$ cat src/rtl/orrr_defs.svh
// constants for the or / return / rotate execution slice
// assumes an 8-bit data path, 13-bit program counter and a one-cycle decode strobe
//
// Functional notes
// RL1 - or-literal ors the working register with the literal, writes it back and updates the zero flag.
// RL2 - or_working_reg_into_memory ors the working register into the addressed byte, stores it there, updates zero.
// RL3 - subroutine_return pops the stack into the program counter and leaves every flag alone.
// RL4 - return_with_literal pops the program counter and loads the literal into the working register, no flags.
// RL5 - interrupt_return pops the program counter and sets master_irq_enable to one, no flags.
// RL6 - master_irq_enable gates every interrupt; while clear no interrupt routine is entered.
// RL7 - a request pending at interrupt_return is serviced before the main program resumes.
// RL8 - rotate_memory_left shifts the byte left one bit, old bit 7 into bit 0, stored in place, no flags.
// RL9 - an instruction that updates zero sets it for an all-zero 8-bit result and clears it otherwise.
`ifndef ORRR_DEFS_SVH
`define ORRR_DEFS_SVH

// ==========================================================
// widths and reset values
`define ORRR_DATA_W    8
`define ORRR_PC_W      13
`define ORRR_OP_W      3
`define ORRR_ACC_RST   8'h00
`define ORRR_PC_RST    13'h0000
`define ORRR_VEC_RST   13'h0004
`define ORRR_ZERO_BIT  0
`define ORRR_MEIE_RST  1'b0

`endif

$ cat src/rtl/orrr_pkg.sv
// types for the or / return / rotate execution slice
// assumes orrr_defs.svh is on the include path
`include "orrr_defs.svh"
package orrr_pkg;
	// ==========================================================
	// operation selects
	typedef enum logic [`ORRR_OP_W-1:0] {
		ORRR_OP_NONE      = 3'h0,
		ORRR_OP_OR_LIT    = 3'h1,
		ORRR_OP_OR_MEM    = 3'h2,
		ORRR_OP_SUB_RET   = 3'h3,
		ORRR_OP_RET_LIT   = 3'h4,
		ORRR_OP_IRQ_RET   = 3'h5,
		ORRR_OP_ROT_LEFT  = 3'h6
	} orrr_op_e;

	typedef enum logic [2:0] {
		ORRR_ST_RUN   = 3'b001,
		ORRR_ST_FLUSH = 3'b010,
		ORRR_ST_IRQ   = 3'b100
	} orrr_state_e;
endpackage : orrr_pkg

$ cat src/rtl/orrr_exec.sv
// execution slice: or-literal, or-into-memory, three returns, rotate-left of memory
// assumes one op strobe per cycle at most, memory read data valid with the strobe,
// and a stack that presents its top-of-stack word combinationally
`timescale 1ns/10ps
`include "orrr_defs.svh"
module orrr_exec (
	// clock and reset
	input  wire logic                  SYS_CLK,
	input  wire logic                  RST_N,
	// instruction
	input  wire logic                  OP_VALID,
	input  wire orrr_pkg::orrr_op_e    OP_CODE,
	input  wire logic [7:0]            OP_LITERAL,
	input  wire logic [7:0]            OP_ADDR,
	// data memory
	input  wire logic [7:0]            MEM_RDATA,
	output logic                       MEM_WE,
	output logic      [7:0]            MEM_ADDR,
	output logic      [7:0]            MEM_WDATA,
	// stack
	input  wire logic [`ORRR_PC_W-1:0] STACK_TOP,
	output logic                       STACK_POP,
	// interrupts
	input  wire logic                  IRQ_PENDING,
	input  wire logic                  MEIE_CLEAR,
	output logic                       IRQ_ENTER,
	output logic                       MASTER_IRQ_ENABLE,
	// state
	output logic      [7:0]            ACC,
	output logic                       ZERO_FLAG,
	output logic                       PC_LOAD,
	output logic      [`ORRR_PC_W-1:0] PC_VALUE
);
	// ==========================================================
	// decode
	function automatic logic is_ret(input orrr_pkg::orrr_op_e op);
		is_ret = (op == orrr_pkg::ORRR_OP_SUB_RET) || (op == orrr_pkg::ORRR_OP_RET_LIT) ||
			(op == orrr_pkg::ORRR_OP_IRQ_RET);
	endfunction : is_ret

	logic       go;
	logic       mem_op;
	logic       or_lit;
	logic [7:0] alu_b;
	logic [7:0] alu_res;
	logic       alu_zero;
	orrr_pkg::orrr_state_e st_q;
	orrr_pkg::orrr_state_e st_d;

	// no new op in the flush slot after an irq return or in the interrupt entry state
	assign go     = OP_VALID && (st_q == orrr_pkg::ORRR_ST_RUN);
	assign or_lit = go && (OP_CODE == orrr_pkg::ORRR_OP_OR_LIT);
	assign mem_op = go && ((OP_CODE == orrr_pkg::ORRR_OP_OR_MEM) || (OP_CODE == orrr_pkg::ORRR_OP_ROT_LEFT));
	assign alu_b  = (OP_CODE == orrr_pkg::ORRR_OP_OR_LIT) ? OP_LITERAL : MEM_RDATA;

	orrr_alu u_alu (
		.a_i    (ACC),
		.b_i    (alu_b),
		.rot_i  (OP_CODE == orrr_pkg::ORRR_OP_ROT_LEFT),
		.res_o  (alu_res),
		.zero_o (alu_zero)
	);

	// ==========================================================
	// working register and zero flag
	always_ff @(posedge SYS_CLK or negedge RST_N) begin
		if (!RST_N) begin
			ACC <= `ORRR_ACC_RST;
		end else if (or_lit) begin
			ACC <= alu_res; // RL1
		end else if (go && OP_CODE == orrr_pkg::ORRR_OP_RET_LIT) begin
			ACC <= OP_LITERAL; // RL4
		end
	end

	always_ff @(posedge SYS_CLK or negedge RST_N) begin
		if (!RST_N) begin
			ZERO_FLAG <= 1'b0;
		end else if (or_lit || (go && OP_CODE == orrr_pkg::ORRR_OP_OR_MEM)) begin
			ZERO_FLAG <= alu_zero; // RL1 RL2 RL9
		end
	end

	// ==========================================================
	// memory write-back
	always_ff @(posedge SYS_CLK or negedge RST_N) begin
		if (!RST_N) begin
			MEM_WE    <= 1'b0;
			MEM_ADDR  <= 8'h00;
			MEM_WDATA <= 8'h00;
		end else begin
			MEM_WE <= mem_op; // RL2 RL8
			if (mem_op) begin
				MEM_ADDR  <= OP_ADDR;
				MEM_WDATA <= alu_res; // RL2 RL8
			end
		end
	end

	// ==========================================================
	// returns and program counter
	always_ff @(posedge SYS_CLK or negedge RST_N) begin
		if (!RST_N) begin
			STACK_POP <= 1'b0;
			PC_LOAD   <= 1'b0;
			PC_VALUE  <= `ORRR_PC_RST;
		end else begin
			STACK_POP <= go && is_ret(OP_CODE); // RL3 RL4 RL5
			PC_LOAD   <= go && is_ret(OP_CODE);
			if (go && is_ret(OP_CODE)) begin
				PC_VALUE <= STACK_TOP; // RL3 RL4 RL5
			end
		end
	end

	// ==========================================================
	// master interrupt enable; the interrupt-return set beats the clear
	always_ff @(posedge SYS_CLK or negedge RST_N) begin
		if (!RST_N) begin
			MASTER_IRQ_ENABLE <= `ORRR_MEIE_RST;
		end else if (go && OP_CODE == orrr_pkg::ORRR_OP_IRQ_RET) begin
			MASTER_IRQ_ENABLE <= 1'b1; // RL5
		end else if (IRQ_ENTER || MEIE_CLEAR) begin
			MASTER_IRQ_ENABLE <= 1'b0;
		end
	end

	// ==========================================================
	// interrupt entry sequencing
	always_comb begin
		st_d = st_q;
		case (st_q)
			orrr_pkg::ORRR_ST_RUN: begin
				if (go && OP_CODE == orrr_pkg::ORRR_OP_IRQ_RET) begin
					st_d = orrr_pkg::ORRR_ST_FLUSH;
				end else if (IRQ_PENDING && MASTER_IRQ_ENABLE && !go) begin
					st_d = orrr_pkg::ORRR_ST_IRQ; // RL6
				end
			end
			orrr_pkg::ORRR_ST_FLUSH: begin
				// pending request taken before the main program resumes
				st_d = IRQ_PENDING ? orrr_pkg::ORRR_ST_IRQ : orrr_pkg::ORRR_ST_RUN; // RL7
			end
			orrr_pkg::ORRR_ST_IRQ: begin
				st_d = orrr_pkg::ORRR_ST_RUN;
			end
			default: begin
				st_d = orrr_pkg::ORRR_ST_RUN;
			end
		endcase
	end

	always_ff @(posedge SYS_CLK or negedge RST_N) begin
		if (!RST_N) begin
			st_q <= orrr_pkg::ORRR_ST_RUN;
		end else begin
			st_q <= st_d;
		end
	end

	always_ff @(posedge SYS_CLK or negedge RST_N) begin
		if (!RST_N) begin
			IRQ_ENTER <= 1'b0;
		end else begin
			IRQ_ENTER <= (st_d == orrr_pkg::ORRR_ST_IRQ) && (st_q != orrr_pkg::ORRR_ST_IRQ); // RL6 RL7
		end
	end
endmodule : orrr_exec

$ cat src/rtl/orrr_alu.sv
// byte logic unit: or and rotate-left with zero detect
// assumes purely combinational use inside the core clock domain
`timescale 1ns/10ps
module orrr_alu (
	// operands
	input  wire logic [7:0] a_i,
	input  wire logic [7:0] b_i,
	input  wire logic       rot_i,
	// results
	output logic      [7:0] res_o,
	output logic            zero_o
);
	// ==========================================================
	// datapath
	genvar g;
	logic [7:0] rot;
	generate
		for (g = 0; g < 7; g++) begin : g_rot
			assign rot[g+1] = b_i[g]; // RL8
		end
	endgenerate
	assign rot[0] = b_i[7]; // RL8
	assign res_o  = rot_i ? rot : (a_i | b_i); // RL1 RL2
	assign zero_o = (res_o == 8'h00); // RL9
endmodule : orrr_alu

$ cat config.mk
export PLATFORM = sky130hd
export DESIGN_NAME = orrr_exec
export DESIGN_NICKNAME = d
export VERILOG_FILES = /design/src/rtl/orrr_pkg.sv /design/src/rtl/orrr_exec.sv /design/src/rtl/orrr_alu.sv
export VERILOG_INCLUDE_DIRS = /design/src /design/src/rtl
export SDC_FILE = /design/constraint.sdc
export NUM_CORES = 1
export LEC_CHECK = 0
export BUFFER_PORTS_ARGS = -buffer_cell sky130_fd_sc_hd__buf_2
export CORE_MARGIN = 5
export CORE_UTILIZATION = 50
export DETAILED_ROUTE_END_ITERATION = 16
export GPL_TIMING_DRIVEN = 0
export PLACE_DENSITY = 0.82
export SYNTH_ARGS = -nofsm -noshare
export SYNTH_HDL_FRONTEND = slang
export SYNTH_SLANG_ARGS = --single-unit
$ cat constraint.sdc
create_clock -name SYS_CLK -period 2.7 [get_ports SYS_CLK]
set_input_delay 0.135 -clock SYS_CLK [delete_from_list [all_inputs] [get_ports SYS_CLK]]
set_output_delay 0.135 -clock SYS_CLK [all_outputs]
set_load 0.1 [all_outputs]
Word-level counts from Yosys, hierarchy flattened
Cells that the tools add are included.

operators by class
  equal/unequal tests = 10
  bitwise operators = 1
  $add $sub $neg = 0
  multiply operators = 0
  magnitude comparators = 0
  divide/modulo/power cells = 0
  reduce and logical (&&, ||, !) cells = 19
  multiplexer cells = 10
  shifts and indexed selects = 0

operator list
  cell                  count
  $mux W8               4
  $eq A3 B3 Y1 const B  4
  $logic_and A1 B1 Y1   10
  $eq A3 B2 Y1 const B  3
  $mux W3               3
  $logic_not A8 Y1      1
  $or A8 B8 Y8          1
  $eq A3 B1 Y1 const B  2
  $pmux W3 S2           1
  $logic_or A1 B1 Y1    5
  $reduce_bool A2 Y1    2
  $ne A3 B3 Y1 const B  1
  $mux W1               2
  $logic_not A1 Y1      1

storage, ports and cells
  memory bits (writable) = 0
  register bits = 45
  memories = 0
  input bits = 45
  word-level logic and storage cells = 50
  bits in read-only memories = 0
  bits in latches = 0
  output and inout port bits = 43

Logic depth before layout (Yosys ltp)
Gate-level depths: netlist (run 1).

  depth in word-level cells = 9
  depth in mapped cells = 9
  gate-level depth less buffers = 5

Cells and area by module
From an unflattened synthesis (run 1), not the netlist that was laid out.

unflattened totals
  cells, all modules = 180
  area, all modules = 2,288.4 sq um

modules (own cells, without submodules)
  module     area an instance (sq um)  seq. area each (sq um)  cells each  instances
  orrr_exec  2,104.5                   1,127.3                 150         1
  orrr_alu   183.9                     0.0                     30          1

Worst setup path after synthesis (run 1)
OpenSTA, ideal clock, no wires.

  path kind = flip-flop to flip-flop
  from = reg ACC[1]
  to = reg ACC[1]
  buffers on the path = 0
  data required time = 2.618 ns
  period minus slack after synthesis = 1.758 ns
  arrival time = 1.676 ns
  path slack = 0.942 ns
  library setup time = 0.082 ns
  stages on the path, launching flop included = 5
  cells stage by stage = dfrtp_1 > a221oi_2 > nand2_1 > or4b_1 > a31oi_1

on the way
  cells in the longest elaborated chain, start to end = 3

RTL lines
  what                    line             text
  start, declared         orrr_exec.sv:29  output logic [7:0] ACC,
  start signal, assigned  orrr_exec.sv:68  ACC <= `ORRR_ACC_RST;
  start signal, assigned  orrr_exec.sv:70  ACC <= alu_res;
  $or A8 B8 Y8            orrr_alu.sv:23   assign res_o = rot_i ? rot : (a_i | b_i);
  $mux W8                 orrr_alu.sv:23
  $mux W8                 orrr_exec.sv:69  end else if (or_lit) begin

No other way between the ends.
A chain may end at the register's enable or synchronous reset.

Worst setup path after layout (run 1)
  from = reg st_q[0]
  to = reg PC_VALUE[8]

on the way
  cells in the longest elaborated chain, start to end = 3

RTL lines
  what                    line              text
  start, declared         orrr_exec.sv:47   orrr_pkg::orrr_state_e st_q;
  start signal, assigned  orrr_exec.sv:155  st_q <= orrr_pkg::ORRR_ST_RUN;
  start signal, assigned  orrr_exec.sv:157  st_q <= st_d;
  $eq A3 B1 Y1            orrr_exec.sv:51   assign go = OP_VALID && (st_q == orrr_pkg::ORRR_ST_RUN);
  $logic_and A1 B1 Y1     orrr_exec.sv:51
  $logic_and A1 B1 Y1     orrr_exec.sv:110  if (go && is_ret(OP_CODE)) begin
  end signal, assigned    orrr_exec.sv:106  PC_VALUE <= `ORRR_PC_RST;
  end, declared           orrr_exec.sv:32   output logic [`ORRR_PC_W-1:0] PC_VALUE

No other way between the ends.

==> results by group, run 1 <==
Placed design
  • Pre-CTS WS: 0.755 ns
  • HPWL after DPL: 3920 um
  • GPL Wtd Cong: between 0.8 and 0.9
  • Port Buf Inserts: 84

Floorplanning
  • # IOs: roughly 90
  • Die Footprint: 5640 um2
  • Initial Util: 0.522
  • Core area: 4060 um2
  • Row count: 23
  • DIE HEIGHT: 75.1 um
  • Die X-Extent: 75.1 um

Worst setup path
  • Flop2flop setup slack: 0.76 ns
  • Worst setup EP type: flop
  • Critical path class: reg -> reg
  • Worst EP required: 2.89 ns
  • CP top delay family: flip-flops
  • CP Buf/Inv Count: 2
  • Crit-path max FO: 10
  • Critical Path, Cell by Cell: nand4bb_1, clkbuf_1, a21oi_2, buf_2, mux2_2
  • WP data arrival: about 2.1 ns
  • CP startpoint kind: flop
  • Max stage delay on crit path: 0.54 ns
  • Critical-path top delay cell: dfstp_2

Route
  • Final wirelength: ~5200 um
  • Antenna viol nets, final: 0
  • DR vias: 1785
  • Remaining DRCs: 0
  • DRT Pass-1 Iters: 4
  • Routed len/inst: 15.0 um
  • Detailed Route Iter0 Violations: between 70 and 80
  • Vias per cell: 5.20

Global route
  • Antenna violations before repair: 0
  • Overflow after GRT: 0
  • First-pass GRT wire length: around 8100 um
  • GRT Overall Usage: 0.193
  • Via count of the first global-routing pass: 1695
  • Pin count of the biggest net entering global routing: 46

CTS
  • Maximum root-to-sink buffer count: 2
  • Clock sinks: 45
  • Post-CTS Setup Inserts: 0
  • Clock buffer count from CTS: 5
  • Hold-fix buffers, CTS: 0
  • Clock root cell: clkbuf_8
  • H-tree Lvls: 2
  • Skew-Pair Late Insertion Delay: 0.30 ns
  • CTS tree: done
  • Clock transition at the registers of the reported paths: 0.08 ns
  • PostCTS Resize Cnt: 0

Pwr
  • Power after layout: 0.00292 W
  • P_leak: roughly 1.4 nW
  • VDD IR-drop max: slightly below 0.7 mV
  • PwrDens: between 1000 and 1500 nW/um2

Finish
  • Most frequent cells in the layout: buf_2 (90), dfrtp_1 (44), nand2_1 (42)
  • Antenna Cells: 0
  • # nets final: 337
  • Ratio of cells with drive above 1 in the final layout: 0.433
  • Fillcell total: ~340
  • P&R area growth vs syn: 28.0%
  • Most common cell after layout, fill and taps aside: buf_2

Timing
  • Slew HR: 0.350
  • Setup violators final: 0
  • Fin crit share: 0.719
  • Worst hold slack: -0.0185 ns
  • Final hold vios: 40
  • F_max: ~520 MHz
  • Fin worst setup slack: 0.758 ns
  • Final min period: about 1.9 ns
  • Fin Clk Skew: ~0.0075 ns
  • RSZ-0062 raised after global routing: no
  • Slew Viols, Final: 0
  • Setup_tns: 0 ns
  • Worst Max-Slew Pin Slew: 0.975 ns

Logic synthesis
  • Synthesis-stage register bit count: 45
  • Yosys warnings: 0
  • Unique cell type count in the Yosys netlist: 38
  • Syn nets: 246
  • Sequential-to-total area share from yosys stat: 0.532
  • Syn_area_per_cell: 10.5 um2
  • Syn Inst Count: 201
  • Synthesized area: 2120 um2

Min path
  • Worst hold path class: in -> async

Run status
  • Failing checks: negative hold slack
  • Outcome: finished, violations left

Run
  • Total of max-cap violations: 0
final timing paths:
check / start / endpoint / depth (start not counted)
max: st_q[0]$_DFF_PN1_ / PC_VALUE[8]$_DFFE_PN0P_ / 5
min: RST_N / PC_LOAD$_DFF_PN0_ / 1
max reg2reg: st_q[0]$_DFF_PN1_ / PC_VALUE[8]$_DFFE_PN0P_ / 5
min reg2reg: MEM_ADDR[1]$_DFFE_PN0P_ / MEM_ADDR[1]$_DFFE_PN0P_ / 2
max in group asynchronous: RST_N / MASTER_IRQ_ENABLE$_DFFE_PN0P_ / 1
min in group SYS_CLK: OP_ADDR[1] / MEM_ADDR[1]$_DFFE_PN0P_ / 3
kinds of logic (layout without fill, tap and decap cells):
kind of cell | count (synthesis) | count (layout) | synth area share
flops | 45 | 45 | 0.532
simple gates | 70 | 70 | 0.163
xor+xnor | 2 | 2 | 0.00827
compound gates | 44 | 44 | 0.130
mux | 23 | 23 | 0.120
buf+inv | 17 | 109 | 0.0466
stage by stage:
step / area, um2 / std cells / util
2_1_floorplan: 2120 / 201 / -
3_3_place_gp: 2600 / 335 / 0.641
3_5_place_dp: 2600 / 335 / 0.641
4_1_cts: 2710 / 343 / 0.669
5_1_grt: 2710 / 343 / 0.669
6_report: 2710 / 343 / 0.669
cell type report:
cell class | count | area, um2 | area share
Timing Repair Buffer | 84 | 420 | 0.155
Inverter | 4 | 15.0 | 0.00553
Sequential cell | 45 | 1130 | 0.415
Clock buffer | 6 | 72.6 | 0.0267
Tap cell | 50 | 62.6 | 0.0231
Clock inverter | 2 | 38.8 | 0.0143
Multi-Input combinational cell | 139 | 893 | 0.329
Buffer | 13 | 83.8 | 0.0309
state kept, by name, summed over array words and instances (netlist names):
signal,count
ZERO_FLAG,1
st_q,3
MASTER_IRQ_ENABLE,1
MEM_ADDR,8
PC_VALUE,13
ACC,8
PC_LOAD,1
MEM_WDATA,8
IRQ_ENTER,1
MEM_WE,1
cell usage after synthesis:
master | count | area share
a211oi_1 | 1 | 0.0035
a21o_1 | 2 | 0.0071
a21oi_1 | 9 | 0.021
a21oi_2 | 1 | 0.0041
a221oi_1 | 6 | 0.025
a221oi_2 | 1 | 0.0071
a31oi_1 | 1 | 0.0030
a32oi_1 | 1 | 0.0041
buf_2 | 6 | 0.014
buf_4 | 1 | 0.0035
buf_6 | 3 | 0.016
clkbuf_1 | 2 | 0.0035
clkbuf_2 | 1 | 0.0024
dfrtp_1 | 44 | 0.52
dfstp_2 | 1 | 0.012
inv_1 | 3 | 0.0053
inv_2 | 1 | 0.0018
mux2_1 | 1 | 0.0053
mux2_2 | 18 | 0.096
mux2i_1 | 4 | 0.019
nand2_1 | 42 | 0.074
nand2b_1 | 2 | 0.0059
nand2b_4 | 1 | 0.0065
nand3b_1 | 3 | 0.011
nand4bb_1 | 1 | 0.0053
nor2_1 | 10 | 0.018
nor2b_1 | 2 | 0.0059
nor3_1 | 3 | 0.0071
nor3_2 | 1 | 0.0047
nor3b_4 | 1 | 0.0089
nor4_1 | 1 | 0.0030
nor4bb_1 | 1 | 0.0047
o21ai_0 | 20 | 0.047
o2bb2ai_1 | 1 | 0.0041
o41ai_1 | 1 | 0.0041
or2b_1 | 1 | 0.0035
or4b_1 | 1 | 0.0047
xnor2_1 | 2 | 0.0083
power by group:
part           internal [W]  total (W)  leakage [nW]  switching [W]
sequential         0.000815   0.000890         0.543      0.0000757
combinational      0.000248    0.00152         0.765        0.00127
clock              0.000278   0.000508        0.0554       0.000230
layer usage:
| metal | part of all wire | vias to the layer above | GRT usage | routed length (um) |
|---|---|---|---|---|
| met2 | 0.48 | 72 | 0.297 | 2470 |
| met4 | 0.013 | 0 | 0.0652 | 66 |
| met3 | 0.10 | 7 | 0.0668 | 523 |
| li1 | - | 887 | - | - |
| met1 | 0.41 | 819 | 0.257 | 2100 |
| met5 | 0 | - | 0 | 0 |
(Power assumes the default switching activity.)
==> run 2: changes to the inputs <==
- CORE_UTILIZATION: 50 -> 48
- PLACE_DENSITY: 0.82 -> 0.79
- clock period: 2.7 -> 1.9 ns (I/O delays scaled with it)
==> results by group, run 2 (synthesized netlist as in run 1, its figures left out) <==
CTS
  • Clock transition at the registers of the reported paths: 0.09 ns
  • Skew-Pair Late Insertion Delay: 0.30 ns
  • Clock root cell: clkbuf_8
  • Clock sinks: 45
  • Post-CTS Setup Inserts: 0
  • Maximum root-to-sink buffer count: 2
  • CTS tree: done
  • Clock buffer count from CTS: 5
  • H-tree Lvls: 2

Finish
  • Ratio of cells with drive above 1 in the final layout: 0.427
  • Most common cell after layout, fill and taps aside: buf_2
  • Antenna Cells: 0
  • Final instance area: 2830 um2
  • P&R area growth vs syn: 33.5%
  • Most frequent cells in the layout: buf_2 (89), dfrtp_1 (44), nand2_1 (42)
  • Register bank with the most flops: PC_VALUE
  • Fillcell total: 376
  • Max FFs per register: 13
  • # nets final: 346

Worst setup path
  • CP startpoint kind: flop
  • WP data arrival: 2.00 ns
  • Crit-path max FO: 8
  • Critical path class: reg -> reg
  • Worst EP required: about 2.1 ns
  • Worst setup EP type: flop

Floorplanning
  • Die Footprint: 5840 um2
  • Die X-Extent: about 76 um
  • Initial Util: 0.490
  • DIE HEIGHT: 76.5 um
  • Row count: 24
  • Core area: 4320 um2
  • # IOs: 88

Global route
  • First-pass GRT wire length: 8700 um
  • Via count of the first global-routing pass: 1787
  • GRT Overall Usage: 0.182
  • Pin count of the biggest net entering global routing: 46
  • Overflow after GRT: 0
  • Antenna violations before repair: 0

Run status
  • Outcome: finished clean

Placed design
  • GPL Wtd Cong: 0.834
  • Port Buf Inserts: 84
  • Pre-CTS WS: -0.0711 ns
  • Placed cell area: 2610 um2
  • HPWL after DPL: 3850 um

Timing
  • Final hold vios: 0
  • Fin worst setup slack: 0.0836 ns
  • Slew HR: 0.338
  • Worst Max-Slew Pin Slew: between 0.9 and 1 ns
  • Slew Viols, Final: 0
  • Setup_tns: 0 ns
  • Fin Clk Skew: 0.00635 ns
  • RSZ-0062 raised after global routing: no
  • F_max: between 500 and 600 MHz
  • Final min period: 1.82 ns
  • Setup violators final: 0
  • Fin crit share: 0.956
  • Worst hold slack: roughly 0.0075 ns

Pwr
  • PwrDens: 1480 nW/um2
  • VDD IR-drop max: 0.844 mV
  • P_leak: 1.41 nW
  • Power after layout: between 0.004 and 0.005 W

Route
  • DRT Pass-1 Iters: 4
  • Remaining DRCs: 0
  • Final wirelength: 5340 um
  • Antenna viol nets, final: 0
  • Routed len/inst: around 15 um
  • DR vias: 1813
  • Detailed Route Iter0 Violations: 69
  • Vias per cell: 5.12

Min path
  • Worst hold path class: in -> reg

Run
  • Total of max-cap violations: 0
[run 2: changes by cell type in the layout (fill, tap and decap cells not counted), sizes merged]
cell	delta
dlygate4sd3	+9
[run 2: through the flow]
stage | instances | util
global placement | 337 | 0.602
CTS | 354 | 0.654
detailed placement | 337 | 0.602
floorplan | 201 | -
global route | 354 | 0.654
finish | 354 | 0.654
[run 2: metal layers]
| layer | vias to the layer above | wire length, um | global-route usage |
|---|---|---|---|
| li1 | 898 | - | - |
| met1 | 838 | 2240 | 0.224 |
| met2 | 72 | 2640 | 0.307 |
| met3 | 5 | 402 | 0.0567 |
| met4 | 0 | 59 | 0.0472 |
| met5 | - | 0 | 0 |
[run 2: cell type report]
class,count,area (um2),area share
sequential,45,1130,0.398
multi-input combinational,139,912,0.322
timing repair buffer,93,510,0.180
buffer,13,87.6,0.0310
clock buffer,6,72.6,0.0257
tap,52,65.1,0.0230
clock inverter,2,38.8,0.0137
inverter,4,15.0,0.00531
[run 2: path summary, 6_finish.rpt]
path | cells past startpoint | start | slack [ns] | to
max in group asynchronous | 2 | RST_N | 0.80 | MEM_ADDR[2]$_DFFE_PN0P_
worst max-delay path | 6 | st_q[0]$_DFF_PN1_ | 0.08 | ACC[3]$_DFFE_PN0P_
min in group asynchronous | 2 | RST_N | 0.50 | MEM_ADDR[5]$_DFFE_PN0P_
worst min register to register | 2 | MEM_ADDR[5]$_DFFE_PN0P_ | 0.48 | MEM_ADDR[5]$_DFFE_PN0P_
worst max register to register | 6 | st_q[0]$_DFF_PN1_ | 0.08 | ACC[3]$_DFFE_PN0P_
worst min-delay path | 2 | STACK_TOP[4] | 0.007 | PC_VALUE[4]$_DFFE_PN0P_
[run 2: worst max-delay path, cell delays in order (launching register included)]
cell	delay, ns
dfstp_2	0.54
nand4bb_1	0.11
clkbuf_2	0.22
nor3_4	0.32
mux2_2	0.37
nand2_1	0.06
o21ai_0	0.07
[run 2: what timing repair did]
item | CTS | global route
resized for setup | 4 | 2
hold buffers | 9 | 0
setup endpoints to repair | 12 | 26
hold endpoints to repair | 35 | 0
[run 2: power by group]
group	leakage (nW)	internal (W)	switching [W]
clock	0.0554	0.000395	0.000335
combinational	0.810	0.000366	0.00181
sequential	0.543	0.00116	0.000110
